<file path="config.mk">
export PLATFORM = sky130hd
export DESIGN_NAME = alu_core
export DESIGN_NICKNAME = d
export VERILOG_FILES = /design/src/verilog/alu_pkg.sv /design/src/verilog/div_if.sv /design/src/verilog/alu_core.sv /design/src/verilog/addsub_unit.sv /design/src/verilog/div_unit.sv
export VERILOG_INCLUDE_DIRS = /design/src /design/src/verilog
export SDC_FILE = /design/constraint.sdc
export NUM_CORES = 1
export LEC_CHECK = 0
export ABC_AREA = 1
export ABC_CLOCK_PERIOD_IN_PS = 3300
export BUFFER_PORTS_ARGS = -buffer_cell sky130_fd_sc_hd__buf_4
export CAP_MARGIN = 25
export CORE_ASPECT_RATIO = 1.75
export CORE_MARGIN = 3
export CORE_UTILIZATION = 55
export DETAILED_ROUTE_END_ITERATION = 8
export GPL_TIMING_DRIVEN = 1
export PLACE_DENSITY = 0.74
export SLEW_MARGIN = 20
export SYNTH_ARGS = -nofsm -noshare
export SYNTH_HDL_FRONTEND = slang
export SYNTH_HIERARCHICAL = 1
export SYNTH_SLANG_ARGS = --single-unit
</file>
<file path="constraint.sdc">
create_clock -name ref_clk -period 3.3 [get_ports ref_clk]
set_input_delay 0.66 -clock ref_clk [delete_from_list [all_inputs] [get_ports ref_clk]]
set_output_delay 0.66 -clock ref_clk [all_outputs]
set_load 0.01 [all_outputs]
</file>
<file path="src/verilog/alu_defs.svh">
`ifndef ALU_DEFS_SVH
`define ALU_DEFS_SVH

// ****************************************************************
// widths and field positions
// ****************************************************************
`define BYTE_MSB        7
`define WORD_MSB        15
`define NIBBLE_MSB      3
`define OP_CODE_W       5

// ****************************************************************
// reset values
// ****************************************************************
`define RESULT_RST      16'h0000
`define FLAG_RST        1'b0
`define BYTE_ZERO       8'h00
`define WORD_ZERO       16'h0000

// ****************************************************************
// constants of the operations
// ****************************************************************
`define BYTE_ONE        8'h01
`define WORD_ONE        16'h0001
`define WORD_TWO        16'h0002
`define BCD_DIGIT_MAX   4'h9
`define BCD_BYTE_MAX    8'h99
`define BCD_LOW_FIX     8'h06
`define BCD_HIGH_FIX    8'h60

// ****************************************************************
// timing counts
// ****************************************************************
`define DIV_STEPS       4'h8
`define DIV_STEP_ZERO   4'h0

`endif

</file>
<file path="src/verilog/alu_pkg.sv">
package alu_pkg;

   // ****************************************************************
   // operation codes from the decoder
   // ****************************************************************
   typedef enum logic [4:0] {
      op_add                        = 5'h00,
      op_sub                        = 5'h01,
      op_add_with_carry             = 5'h02,
      op_subtract_with_borrow       = 5'h03,
      op_step_up_by_one             = 5'h04,
      op_step_down_by_one           = 5'h05,
      op_word_small_constant_add    = 5'h06,
      op_word_small_constant_subtract = 5'h07,
      op_decimal_adjust_after_add   = 5'h08,
      op_decimal_adjust_after_subtract = 5'h09,
      op_unsigned_multiply          = 5'h0a,
      op_unsigned_divide            = 5'h0b,
      op_compare_operands           = 5'h0c,
      op_arithmetic_complement      = 5'h0d,
      op_and                        = 5'h0e,
      op_or                         = 5'h0f,
      op_xor                        = 5'h10,
      op_not                        = 5'h11,
      op_arith_left_shift           = 5'h12,
      op_arith_right_shift          = 5'h13,
      op_logical_left_shift         = 5'h14,
      op_logical_right_shift        = 5'h15,
      op_rotate_left                = 5'h16,
      op_rotate_right               = 5'h17,
      op_rotate_left_through_carry  = 5'h18,
      op_rotate_right_through_carry = 5'h19
   } op_t;

   // ****************************************************************
   // divider sequencer states
   // ****************************************************************
   typedef enum logic [2:0] {
      div_idle = 3'b001,
      div_run  = 3'b010,
      div_done = 3'b100
   } div_state_t;

endpackage : alu_pkg

</file>
<file path="src/verilog/div_if.sv">
`timescale 1ns/1ps

interface div_if;
   logic        start;
   logic [15:0] dividend;
   logic [7:0]  divisor;
   logic        done;
   logic [7:0]  quotient;
   logic [7:0]  remainder;

   modport core (output start, output dividend, output divisor,
                 input done, input quotient, input remainder);
   modport unit (input start, input dividend, input divisor,
                 output done, output quotient, output remainder);
endinterface : div_if

</file>
<file path="src/verilog/alu_core.sv">
`timescale 1ns/1ps
`include "alu_defs.svh"

module alu_core
   import alu_pkg::*;
(
   input  wire logic        ref_clk,
   input  wire logic        resetn,
   input  wire logic        op_valid,
   input  wire op_t         op_code,
   input  wire logic        op_word,
   input  wire logic        op_use_imm,
   input  wire logic        small_const_two,
   input  wire logic [15:0] dst_value,
   input  wire logic [15:0] src_value,
   input  wire logic [15:0] imm_value,
   output logic      [15:0] result_q,
   output logic             result_write_q,
   output logic             result_valid_q,
   output logic             rejected_q,
   output logic             busy_q,
   output logic             flag_n_q,
   output logic             flag_z_q,
   output logic             flag_v_q,
   output logic             flag_c_q,
   output logic             flag_h_q
);

   // ****************************************************************
   // operand selection
   // ****************************************************************
   div_if       dv ();
   logic [7:0]  dst_b;
   logic [7:0]  opnd_b;
   logic [7:0]  add_a;
   logic [7:0]  add_b;
   logic        add_cin;
   logic        add_sub;
   logic [7:0]  add_sum;
   logic        add_cout;
   logic        add_ovf;
   logic        add_half;
   logic [15:0] wadd_b;
   logic        wadd_sub;
   logic [15:0] wadd_sum;
   logic        wadd_cout;
   logic        wadd_ovf;
   logic        take;
   logic        illegal;
   logic        div_start_q;

   assign dst_b  = dst_value[`BYTE_MSB:0];
   assign opnd_b = op_use_imm ? imm_value[`BYTE_MSB:0] : src_value[`BYTE_MSB:0];
   assign take   = op_valid && !busy_q;

   // byte adder inputs per operation
   always_comb begin
      add_a   = dst_b;
      add_b   = opnd_b;
      add_cin = 1'b0;
      add_sub = 1'b0;
      case (op_code)
         op_sub, op_compare_operands: begin
            add_sub = 1'b1;
         end
         op_add_with_carry: begin
            add_cin = flag_c_q;
         end
         op_subtract_with_borrow: begin
            add_cin = flag_c_q;
            add_sub = 1'b1;
         end
         op_step_up_by_one: begin
            add_b = `BYTE_ONE;
         end
         op_step_down_by_one: begin
            add_b   = `BYTE_ONE;
            add_sub = 1'b1;
         end
         op_arithmetic_complement: begin
            add_a   = `BYTE_ZERO;
            add_b   = dst_b;
            add_sub = 1'b1;
         end
         default: begin
            add_a = dst_b;
         end
      endcase
   end

   // word adder: register pair or the small constant 1 / 2
   always_comb begin
      wadd_b   = src_value;
      wadd_sub = 1'b0;
      case (op_code)
         op_sub, op_compare_operands: begin
            wadd_sub = 1'b1;
         end
         op_word_small_constant_add: begin
            wadd_b = small_const_two ? `WORD_TWO : `WORD_ONE;
         end
         op_word_small_constant_subtract: begin
            wadd_b   = small_const_two ? `WORD_TWO : `WORD_ONE;
            wadd_sub = 1'b1;
         end
         default: begin
            wadd_sub = 1'b0;
         end
      endcase
   end

   // one adder per operand size, same structure
   addsub_unit #(.W(8)) byte_add (
      .a    (add_a),
      .b    (add_b),
      .cin  (add_cin),
      .sub  (add_sub),
      .sum  (add_sum),
      .cout (add_cout),
      .ovf  (add_ovf),
      .half (add_half)
   );

   addsub_unit #(.W(16)) word_add (
      .a    (dst_value),
      .b    (wadd_b),
      .cin  (1'b0),
      .sub  (wadd_sub),
      .sum  (wadd_sum),
      .cout (wadd_cout),
      .ovf  (wadd_ovf),
      .half ()
   );

   div_unit divider (
      .ref_clk (ref_clk),
      .resetn  (resetn),
      .dv      (dv.unit)
   );

   // ****************************************************************
   // forbidden operand forms
   // ****************************************************************
   // an illegal form is answered with rejected_q, no write, no flag change
   always_comb begin
      illegal = 1'b0;
      case (op_code)
         op_add: begin
            illegal = op_word && op_use_imm;
         end
         op_sub: begin
            illegal = op_use_imm;
         end
         op_compare_operands: begin
            illegal = op_word && op_use_imm;
         end
         op_word_small_constant_add, op_word_small_constant_subtract, op_unsigned_multiply,
         op_unsigned_divide: begin
            illegal = 1'b0;
         end
         default: begin
            illegal = op_word;
         end
      endcase
      if (op_code inside {op_unsigned_multiply, op_unsigned_divide}) begin
         illegal = op_use_imm;
      end
   end

   // ****************************************************************
   // result and flag computation
   // ****************************************************************
   logic [15:0] res_d;
   logic        wr_d;
   logic        n_d;
   logic        z_d;
   logic        v_d;
   logic        c_d;
   logic        h_d;
   logic [7:0]  bcd_fix;
   logic        bcd_c;

   // decimal correction from the flags of the previous byte operation
   always_comb begin
      bcd_fix = `BYTE_ZERO;
      bcd_c   = flag_c_q;
      if (op_code == op_decimal_adjust_after_add) begin
         if (flag_h_q || (dst_b[`NIBBLE_MSB:0] > `BCD_DIGIT_MAX)) begin
            bcd_fix = bcd_fix | `BCD_LOW_FIX;
         end
         if (flag_c_q || (dst_b > `BCD_BYTE_MAX)) begin
            bcd_fix = bcd_fix | `BCD_HIGH_FIX;
            bcd_c   = 1'b1;
         end
      end else begin
         if (flag_h_q) begin
            bcd_fix = bcd_fix | `BCD_LOW_FIX;
         end
         if (flag_c_q) begin
            bcd_fix = bcd_fix | `BCD_HIGH_FIX;
         end
      end
   end

   always_comb begin
      res_d = {dst_value[`WORD_MSB:8], add_sum};
      wr_d  = 1'b1;
      n_d   = flag_n_q;
      z_d   = flag_z_q;
      v_d   = flag_v_q;
      c_d   = flag_c_q;
      h_d   = flag_h_q;
      case (op_code)
         op_add, op_sub, op_compare_operands: begin
            if (op_word) begin
               res_d = wadd_sum;
               c_d   = wadd_cout;
               v_d   = wadd_ovf;
            end else begin
               c_d   = add_cout;
               v_d   = add_ovf;
               h_d   = add_half;
            end
            wr_d = (op_code != op_compare_operands);
         end
         op_add_with_carry, op_subtract_with_borrow, op_arithmetic_complement: begin
            c_d = add_cout;
            v_d = add_ovf;
            h_d = add_half;
         end
         op_step_up_by_one, op_step_down_by_one: begin
            v_d = add_ovf;
         end
         op_word_small_constant_add, op_word_small_constant_subtract: begin
            res_d = wadd_sum;
         end
         op_decimal_adjust_after_add: begin
            res_d[7:0] = dst_b + bcd_fix;
            c_d        = bcd_c;
         end
         op_decimal_adjust_after_subtract: begin
            res_d[7:0] = dst_b - bcd_fix;
         end
         op_unsigned_multiply: begin
            res_d = {8'h00, dst_b} * {8'h00, src_value[`BYTE_MSB:0]};
         end
         op_and: begin
            res_d[7:0] = dst_b & opnd_b;
            v_d        = 1'b0;
         end
         op_or: begin
            res_d[7:0] = dst_b | opnd_b;
            v_d        = 1'b0;
         end
         op_xor: begin
            res_d[7:0] = dst_b ^ opnd_b;
            v_d        = 1'b0;
         end
         op_not: begin
            res_d[7:0] = ~dst_b;
            v_d        = 1'b0;
         end
         op_arith_left_shift: begin
            res_d[7:0] = {dst_b[6:0], 1'b0};
            c_d        = dst_b[7];
            v_d        = dst_b[7] ^ dst_b[6];
         end
         op_arith_right_shift: begin
            res_d[7:0] = {dst_b[7], dst_b[7:1]};
            c_d        = dst_b[0];
            v_d        = 1'b0;
         end
         op_logical_left_shift: begin
            res_d[7:0] = {dst_b[6:0], 1'b0};
            c_d        = dst_b[7];
            v_d        = 1'b0;
         end
         op_logical_right_shift: begin
            res_d[7:0] = {1'b0, dst_b[7:1]};
            c_d        = dst_b[0];
            v_d        = 1'b0;
         end
         op_rotate_left: begin
            res_d[7:0] = {dst_b[6:0], dst_b[7]};
            c_d        = dst_b[7];
            v_d        = 1'b0;
         end
         op_rotate_right: begin
            res_d[7:0] = {dst_b[0], dst_b[7:1]};
            c_d        = dst_b[0];
            v_d        = 1'b0;
         end
         op_rotate_left_through_carry: begin
            res_d[7:0] = {dst_b[6:0], flag_c_q};
            c_d        = dst_b[7];
            v_d        = 1'b0;
         end
         op_rotate_right_through_carry: begin
            res_d[7:0] = {flag_c_q, dst_b[7:1]};
            c_d        = dst_b[0];
            v_d        = 1'b0;
         end
         default: begin
            wr_d = 1'b0;
         end
      endcase
      // multiply and the word constant steps leave the flags alone
      if (!(op_code inside {op_unsigned_multiply, op_word_small_constant_add,
                            op_word_small_constant_subtract})) begin
         if (op_word) begin
            n_d = res_d[`WORD_MSB];
            z_d = (res_d == `WORD_ZERO);
         end else begin
            n_d = res_d[`BYTE_MSB];
            z_d = (res_d[7:0] == `BYTE_ZERO);
         end
      end
   end

   // ****************************************************************
   // divider hand-off
   // ****************************************************************
   assign dv.start    = div_start_q;
   assign dv.dividend = dst_value;
   assign dv.divisor  = src_value[`BYTE_MSB:0];

   // operands must stay steady while busy_q is high
   always_ff @(posedge ref_clk or negedge resetn) begin
      if (!resetn) begin
         div_start_q <= 1'b0;
      end else begin
         div_start_q <= take && !illegal && (op_code == op_unsigned_divide);
      end
   end

   always_ff @(posedge ref_clk or negedge resetn) begin
      if (!resetn) begin
         busy_q <= 1'b0;
      end else if (take && !illegal && (op_code == op_unsigned_divide)) begin
         busy_q <= 1'b1;
      end else if (dv.done) begin
         busy_q <= 1'b0;
      end
   end

   // ****************************************************************
   // result register
   // ****************************************************************
   logic div_zero;

   // zero divisor gives no write: the destination keeps its value
   assign div_zero = (src_value[`BYTE_MSB:0] == `BYTE_ZERO);

   always_ff @(posedge ref_clk or negedge resetn) begin
      if (!resetn) begin
         result_q       <= `RESULT_RST;
         result_write_q <= 1'b0;
         result_valid_q <= 1'b0;
         rejected_q     <= 1'b0;
      end else begin
         result_valid_q <= 1'b0;
         result_write_q <= 1'b0;
         rejected_q     <= 1'b0;
         if (dv.done) begin
            result_q       <= {dv.remainder, dv.quotient};
            result_write_q <= !div_zero;
            result_valid_q <= 1'b1;
         end else if (take && illegal) begin
            rejected_q     <= 1'b1;
            result_valid_q <= 1'b1;
         end else if (take && (op_code != op_unsigned_divide)) begin
            result_q       <= res_d;
            result_write_q <= wr_d;
            result_valid_q <= 1'b1;
         end
      end
   end

   // ****************************************************************
   // condition flags
   // ****************************************************************
   always_ff @(posedge ref_clk or negedge resetn) begin
      if (!resetn) begin
         flag_n_q <= `FLAG_RST;
         flag_z_q <= `FLAG_RST;
         flag_v_q <= `FLAG_RST;
         flag_c_q <= `FLAG_RST;
         flag_h_q <= `FLAG_RST;
      end else if (dv.done) begin
         flag_n_q <= dv.quotient[`BYTE_MSB];
         flag_z_q <= div_zero;
      end else if (take && !illegal && (op_code != op_unsigned_divide)) begin
         flag_n_q <= n_d;
         flag_z_q <= z_d;
         flag_v_q <= v_d;
         flag_c_q <= c_d;
         flag_h_q <= h_d;
      end
   end

endmodule : alu_core

</file>
<file path="src/verilog/addsub_unit.sv">
`timescale 1ns/1ps

module addsub_unit #(
   parameter int W = 8
) (
   input  wire logic [W-1:0] a,
   input  wire logic [W-1:0] b,
   input  wire logic         cin,
   input  wire logic         sub,
   output logic      [W-1:0] sum,
   output logic              cout,
   output logic              ovf,
   output logic              half
);
   logic [W-1:0] b_eff;
   logic         c_eff;
   logic [W:0]   full;
   logic [4:0]   low;

   // subtraction as a + ~b + ~borrow, carry out inverted to a borrow
   assign b_eff = sub ? ~b : b;
   assign c_eff = sub ? ~cin : cin;
   assign full  = {1'b0, a} + {1'b0, b_eff} + {{W{1'b0}}, c_eff};
   assign low   = {1'b0, a[3:0]} + {1'b0, b_eff[3:0]} + {4'h0, c_eff};
   assign sum   = full[W-1:0];
   assign cout  = sub ? ~full[W] : full[W];
   assign half  = sub ? ~low[4] : low[4];
   assign ovf   = (a[W-1] ^ full[W-1]) & (b_eff[W-1] ^ full[W-1]);
endmodule : addsub_unit

</file>
<file path="src/verilog/div_unit.sv">
`timescale 1ns/1ps
`include "alu_defs.svh"

module div_unit
   import alu_pkg::*;
(
   input  wire logic ref_clk,
   input  wire logic resetn,
   div_if.unit       dv
);
   div_state_t  state_q;
   logic [3:0]  step_q;
   logic [8:0]  rem_q;
   logic [7:0]  quo_q;
   logic [7:0]  low_q;
   logic [8:0]  trial;

   assign trial        = {rem_q[7:0], low_q[`BYTE_MSB]};
   assign dv.done      = (state_q == div_done);
   assign dv.quotient  = quo_q;
   assign dv.remainder = rem_q[7:0];

   // ****************************************************************
   // restoring division, one quotient bit a cycle
   // ****************************************************************
   always_ff @(posedge ref_clk or negedge resetn) begin
      if (!resetn) begin
         state_q <= div_idle;
         step_q  <= `DIV_STEP_ZERO;
         rem_q   <= 9'h000;
         quo_q   <= `BYTE_ZERO;
         low_q   <= `BYTE_ZERO;
      end else begin
         case (state_q)
            div_idle: begin
               if (dv.start) begin
                  rem_q   <= {1'b0, dv.dividend[15:8]};
                  low_q   <= dv.dividend[7:0];
                  quo_q   <= `BYTE_ZERO;
                  step_q  <= `DIV_STEP_ZERO;
                  state_q <= div_run;
               end
            end
            div_run: begin
               if (trial >= {1'b0, dv.divisor}) begin
                  rem_q <= trial - {1'b0, dv.divisor};
                  quo_q <= {quo_q[6:0], 1'b1};
               end else begin
                  rem_q <= trial;
                  quo_q <= {quo_q[6:0], 1'b0};
               end
               low_q  <= {low_q[6:0], 1'b0};
               step_q <= step_q + 4'h1;
               if (step_q == `DIV_STEPS - 4'h1) begin
                  state_q <= div_done;
               end
            end
            div_done: begin
               state_q <= div_idle;
            end
            default: begin
               state_q <= div_idle;
            end
         endcase
      end
   end
endmodule : div_unit

</file>
# Word level (Yosys, flattened, before mapping)
# Index checks and enable logic that the tools add are counted.
# W data, S select, Z words.
[totals]
romBits = 0
ram_bits = 0
latch_bits = 0
n_memories = 0
inputBits = 59
reg_bits = 57
elab_cells = 199
[classes]
n_div = 0
n_mul = 1
n_eq_ne = 37
n_bitwise = 18
magnitude_cmp = 3
shifts = 0
reduce_logical = 47
addsub = 10
muxes = 67
[ops]
columns = ["operator", "n"]
rows = [
  ["$pmux W8 S16", 1],
  ["$mux W16", 6],
  ["$mux W8", 8],
  ["$pmux W8 S2", 4],
  ["$eq A5 B5 Y1 const B", 10],
  ["$eq A5 B4 Y1 const B", 8],
  ["$mux W1", 32],
  ["$pmux W8 S3", 1],
  ["$reduce_or A22 Y1", 1],
  ["$eq A5 B3 Y1 const B", 4],
  ["$add A16 B16 Y17", 1],
  ["$add A17 B1 Y17", 1],
  ["$logic_not A16 Y1", 1],
  ["$logic_not A8 Y1", 2],
  ["$mul A8 B8 Y16", 1],
  ["$not A16 Y16", 1],
  ["$not A8 Y8", 2],
  ["$sub A8 B8 Y8", 2],
  ["$mux W7", 2],
  ["$mux W3", 4],
  ["$reduce_bool A2 Y1", 6],
  ["$reduce_or A4 Y1", 3],
  ["$reduce_or A11 Y1", 1],
  ["$eq A5 B2 Y1 const B", 2],
  ["other kinds (44)", 79],
]

# Longest topological paths before layout
[logic_depth]
word_depth = 14
mapped_depth = 35
mapped_depth_nobuf = 33

# Hierarchy
# The synthesis kept the hierarchy.
[by_module_without_submodules]
columns = ["module", "area_each_um2", "cells_each", "seq_area_each_um2", "instances"]
rows = [
  ["alu_core", 6259.8, 1070, 650.6, 1],
  ["div_unit", 1926.8, 254, 777.0, 1],
  ["addsub_unit (word_add)", 1122.3, 178, 0.0, 1],
  ["addsub_unit (byte_add)", 508.0, 75, 0.0, 1],
]

# Worst setup path after synthesis
# No wires, ideal clock.
[synth_path]
path_type = "input-to-reg"
start = "input dst_value[0]"
end = "register flag_z_q"
path_slack_ps = -1651
setup_time_ps = 116
arrival_time_ps = 4835
cell_stages = 29
path_cell_list = "clkbuf_1 -> clkbuf_1 -> nand2_1 -> fa_1 -> fa_1 -> inv_1 -> fa_1 -> inv_1 -> fa_1 -> inv_1 -> ha_1 -> nand2_1 -> nand2_1 -> a21oi_1 -> nand2_1 -> nand2_1 -> nand2_1 -> nand2_1 -> nand3_1 -> nand2_1 -> nand2_1 -> nand2_1 -> inv_1 -> nand2_1 -> nand2_1 -> nand2_1 -> nand2_1 -> nand2_1 -> nand2_1"
[synth_between]
elab_chain_len = 12
elab_cells_between_ends = 31
cone_classes = "add/sub: 6; mul: 1; order compare: 2; mux: 13; bitwise: 5; reduce/logical: 4"
[synth_rtl]
columns = ["item", "line", "source"]
rows = [
  ["start: declaration", "alu_core.sv:14", "input wire logic [15:0] dst_value,"],
  ["$pmux W8 S2 or $gt A4 B4 Y1 (tied branches)", "--", ""],
  ["$not A8 Y8 or $logic_or A1 B1 Y1 (tied branches)", "addsub_unit.sv:21, alu_core.sv:188", ""],
  ["$mux W8 or $mux W3 (tied branches)", "addsub_unit.sv:21, alu_core.sv:188", ""],
  ["$add A8 B8 Y9 or $mux W7 (tied branches)", "addsub_unit.sv:23, alu_core.sv:191", ""],
  ["$add A9 B1 Y9 or $mux W8 (tied branches)", "addsub_unit.sv:23, alu_core.sv:187", ""],
  ["$mux W16, or another cell as far along", "alu_core.sv:215", "if (op_word) begin"],
  ["$pmux W8 S16", "alu_core.sv:213", "case (op_code)"],
  ["$logic_not A16 Y1 (no source line) or $logic_not A8 Y1 (tied branches)", "--", ""],
  ["$mux W1 (*)", "alu_core.sv:310", "if (op_word) begin"],
  ["$mux W1 (*)", "alu_core.sv:308", "if (!(op_code inside {op_unsigned_multiply, op_word_small_constant_add,"],
  ["$mux W1 (*)", "alu_core.sv:392", "end else if (take && !illegal && (op_code != op_unsigned_divide)) begin"],
  ["$mux W1 (*)", "alu_core.sv:389", "end else if (dv.done) begin"],
  ["end signal: assignment", "alu_core.sv:385", "flag_z_q <= `FLAG_RST;"],
  ["end signal: assignment", "alu_core.sv:391", "flag_z_q <= div_zero;"],
  ["end signal: assignment", "alu_core.sv:394", "flag_z_q <= z_d;"],
  ["end: declaration", "alu_core.sv:23", "output logic flag_z_q,"],
]
# Mark *: on every way between the ends. The rest lies on a longest branch, timed or not. The select of a mux whose other input is x is not followed.
# A chain may end at the register's enable or synchronous reset.

# Worst setup path after layout
[layout_path]
start = "input src_value[2]"
end = "register flag_z_q"
[layout_between]
elab_chain_len = 13
elab_cells_between_ends = 25
cone_classes = "add/sub: 4; mul: 1; mux: 12; bitwise: 5; reduce/logical: 3"
[layout_rtl]
columns = ["item", "line", "source"]
rows = [
  ["start: declaration", "alu_core.sv:15", "input wire logic [15:0] src_value,"],
  ["parallel branches: the longest is 12 deep, another holds $add A16 B16 Y17", "--", ""],
  ["$mux W1 (*)", "alu_core.sv:389", ""],
]
# Every way passes the cells marked *. The select of a mux whose other input is x is not followed.

==> flow_summary_export.csv <==
group,metric,value,unit
timing,setup_viol,18,
cells_and_area,drive_gt1_share,31.2,%
grt,grt_overflow,0,
logic_synthesis,synth_area,0.00981,sq mm
worst_setup_path,crit_path_start_kind,"input pin",
timing,worst_slew_pin_slew,0.791,ns
grt,grt_pass1_wl,62200,microns
cells_and_area,fin_util,78.7,%
clock_tree,cts_sinks,57,
cells_and_area,finalNetCount,2073,
detailed_routing,postRouteAntennaNets,0,
cells_and_area,area_delta_synth_final,40.2,%
grt,grtUsageTotal,41.6,%
grt,antenna_found_initial,1,
detailed_routing,dr_total_vias,12400,
timing,fin_crit_sh,132,%
timing,tns,-11.50,ns
timing,fmax,229,MHz
logic_synthesis,ys_warn_count,6,
clock_tree,postCtsHoldBufs,0,
timing,rsz0062_at_grt,"true",
timing,worst_clock_skew,0.00646,ns
floorplanning,row_count,64,
place,portBuffers,75,
detailed_routing,wire_per_inst,20.8,microns
worst_setup_path,reg2reg_from,"flag_c_q",
floorplanning,fp.dieH,183,microns
job,drv_cap,0,
worst_setup_path,reg2reg_to,"flag_z_q",
logic_synthesis,postSynthAreaPerCell,6.22,sq um
worst_setup_path,cp.required,3.53,ns
place,place_ws,-1.57,ns
pwr,powerDensity,373,mW/mm^2
clock_tree,cts_tree,"yes",
floorplanning,core-area,0.0175,sq mm
pwr,p_total,5130,uW
timing,holdWs,0.379,ns
place,dp_hpwl,32900,microns
clock_tree,clockBufferDepth,2,
clock_tree,numCtsBuffers,9,
worst_setup_path,cp_max_fo,7,
detailed_routing,routed_wl,44000,microns
floorplanning,die_w,107,microns
grt,grt_max_degree,58,
pwr,p_leak,0.00778,uW
grt,grt_pass1_vias,12100,
detailed_routing,drc,0,
clock_tree,cts-root-buf,"clkbuf_16",
detailed_routing,first_pass_iters,5,
worst_setup_path,cp.arrival,4.59,ns
detailed_routing,drt-initial-drc-count,1168,
worst_setup_path,r2r_cells,24,
floorplanning,dieArea,0.0195,sq mm
clock_tree,clk_latency,0.34,ns
pwr,ir_drop,0.000278,V
cells_and_area,fillerInstances,1312,
cells_and_area,multiInputGateArea,0.00788,sq mm
timing,slew_headroom,47.3,%
status,status,"finished, violations left",
logic_synthesis,synth_nets,1771,
hold_path,min_path_type,"input pin to asynchronous set/reset pin",
worst_setup_path,r2r_slack,-0.06,ns
status,violations,"setup timing",
logic_synthesis,syn_inst,1576,
clock_tree,clk_pin_slew,0.06,ns
worst_setup_path,worstSetupPathType,"input pin to flop",
floorplanning,start_util,56.2,%
cells_and_area,ff_latch_area,0.00143,sq mm
timing,fin_ws,-1.06,ns
worst_setup_path,worstSetupEndpointType,"flop",
timing,slew_viol_final,0,
place,place.gp.congestion,1.05,
timing,hold_violations,0,
clock_tree,htree_num_levels,3,
timing,fin_crit,4.36,ns
detailed_routing,vias_per_cell,5.85,
floorplanning,io_pins,84,
==> cells in the final DEF (no fill, tap or decap), types with 12 or more instances in the layout <==
cell and n:
a21oi_1 32, a21oi_2 12, buf_4 302, buf_6 20, dfrtp_1 56, fa_1 32, ha_1 79, ha_4 13
inv_1 266, inv_2 28, nand2_1 416, nand2_2 53, nand2_4 16, nand3_1 93, nand3_2 24, nand4_1 15
nor2_1 114, nor2_2 18, nor3_1 13, o211ai_1 17, o21ai_0 44, o22ai_1 20, xor2_1 27
==> worst max-delay path by stage <==
stage | cells past startpoint | start | endpoint
floorplan | 28 | dst_value[0] | flag_z_q
global placement | 28 | src_value[4] | flag_z_q
detailed placement | 27 | dst_value[2] | flag_z_q
CTS | 27 | src_value[7] | flag_z_q
global route | 28 | dst_value[1] | flag_z_q
finish | 28 | src_value[2] | flag_z_q
==> worst max-delay path, cell delays in order <==
cell and delay, ns:
buf_12 0.12, nand2_4 0.06, inv_2 0.03, fa_1 0.52, fa_1 0.51, fa_1 0.49, inv_1 0.05, fa_1 0.50
inv_2 0.05, ha_4 0.24, nand2_4 0.10, inv_1 0.06, a21oi_2 0.20, nand2_2 0.09, nand2_2 0.08, nand2_2 0.06
nand2_2 0.08, nand3_4 0.10, nand2_2 0.11, nand2_2 0.06, nand2_1 0.07, inv_1 0.04, nand2_1 0.05, nand2_1 0.04
nand2_1 0.06, nand2_1 0.05, nand2_1 0.06, nand2_1 0.05
==> sequential cells by signal, indices dropped and copies added, names as in the netlist, 3 cells and up <==
signal / count
divider/dv.quotient: 8
divider/low_q: 8
divider/rem_q: 8
divider/state_q: 3
divider/step_q: 4
result_q: 16
==> what timing repair did <==
| item | 4_1_cts | 5_1_grt |
|---|---|---|
| pin swaps | 40 | 60 |
| resized for setup | 89 | 112 |
| buffers inserted | 8 | 20 |
| setup endpoints to repair | 19 | 19 |
==> per-layer routing <==
metal  track usage (%)  wire [microns]
met5                 0               0
met4              40.0            5710
met3              6.27            3500
met2              73.5           21100
met1              40.0           13700
==> stage by stage <==
| step | cell area (sq um) | instances |
|---|---|---|
| finish | 13700 | 2115 |
| global route | 13700 | 2115 |
| CTS | 13100 | 2095 |
| detailed placement | 12400 | 2071 |
| global placement | 12400 | 2071 |
| floorplan | 10100 | 1576 |
==> report_power, final <==
group          switching, uW  total [uW]  internal (uW)
combinational           1950        3510           1560
clock                    392         914            522
sequential             0.942         703            702
total                   2340        5130           2780
==> cell type report <==
class                   instances  share of cell area [%]
clock inverters                 7                   0.446
inverters                     302                    8.36
repair buffers                335                    19.8
well taps                     231                    2.10
flip-flops and latches         57                    10.4
diodes                          1                  0.0182
clock buffers                   9                    1.64
multi-input cells            1173                    57.3
Note: power is estimated with default switching activity, not from simulation.
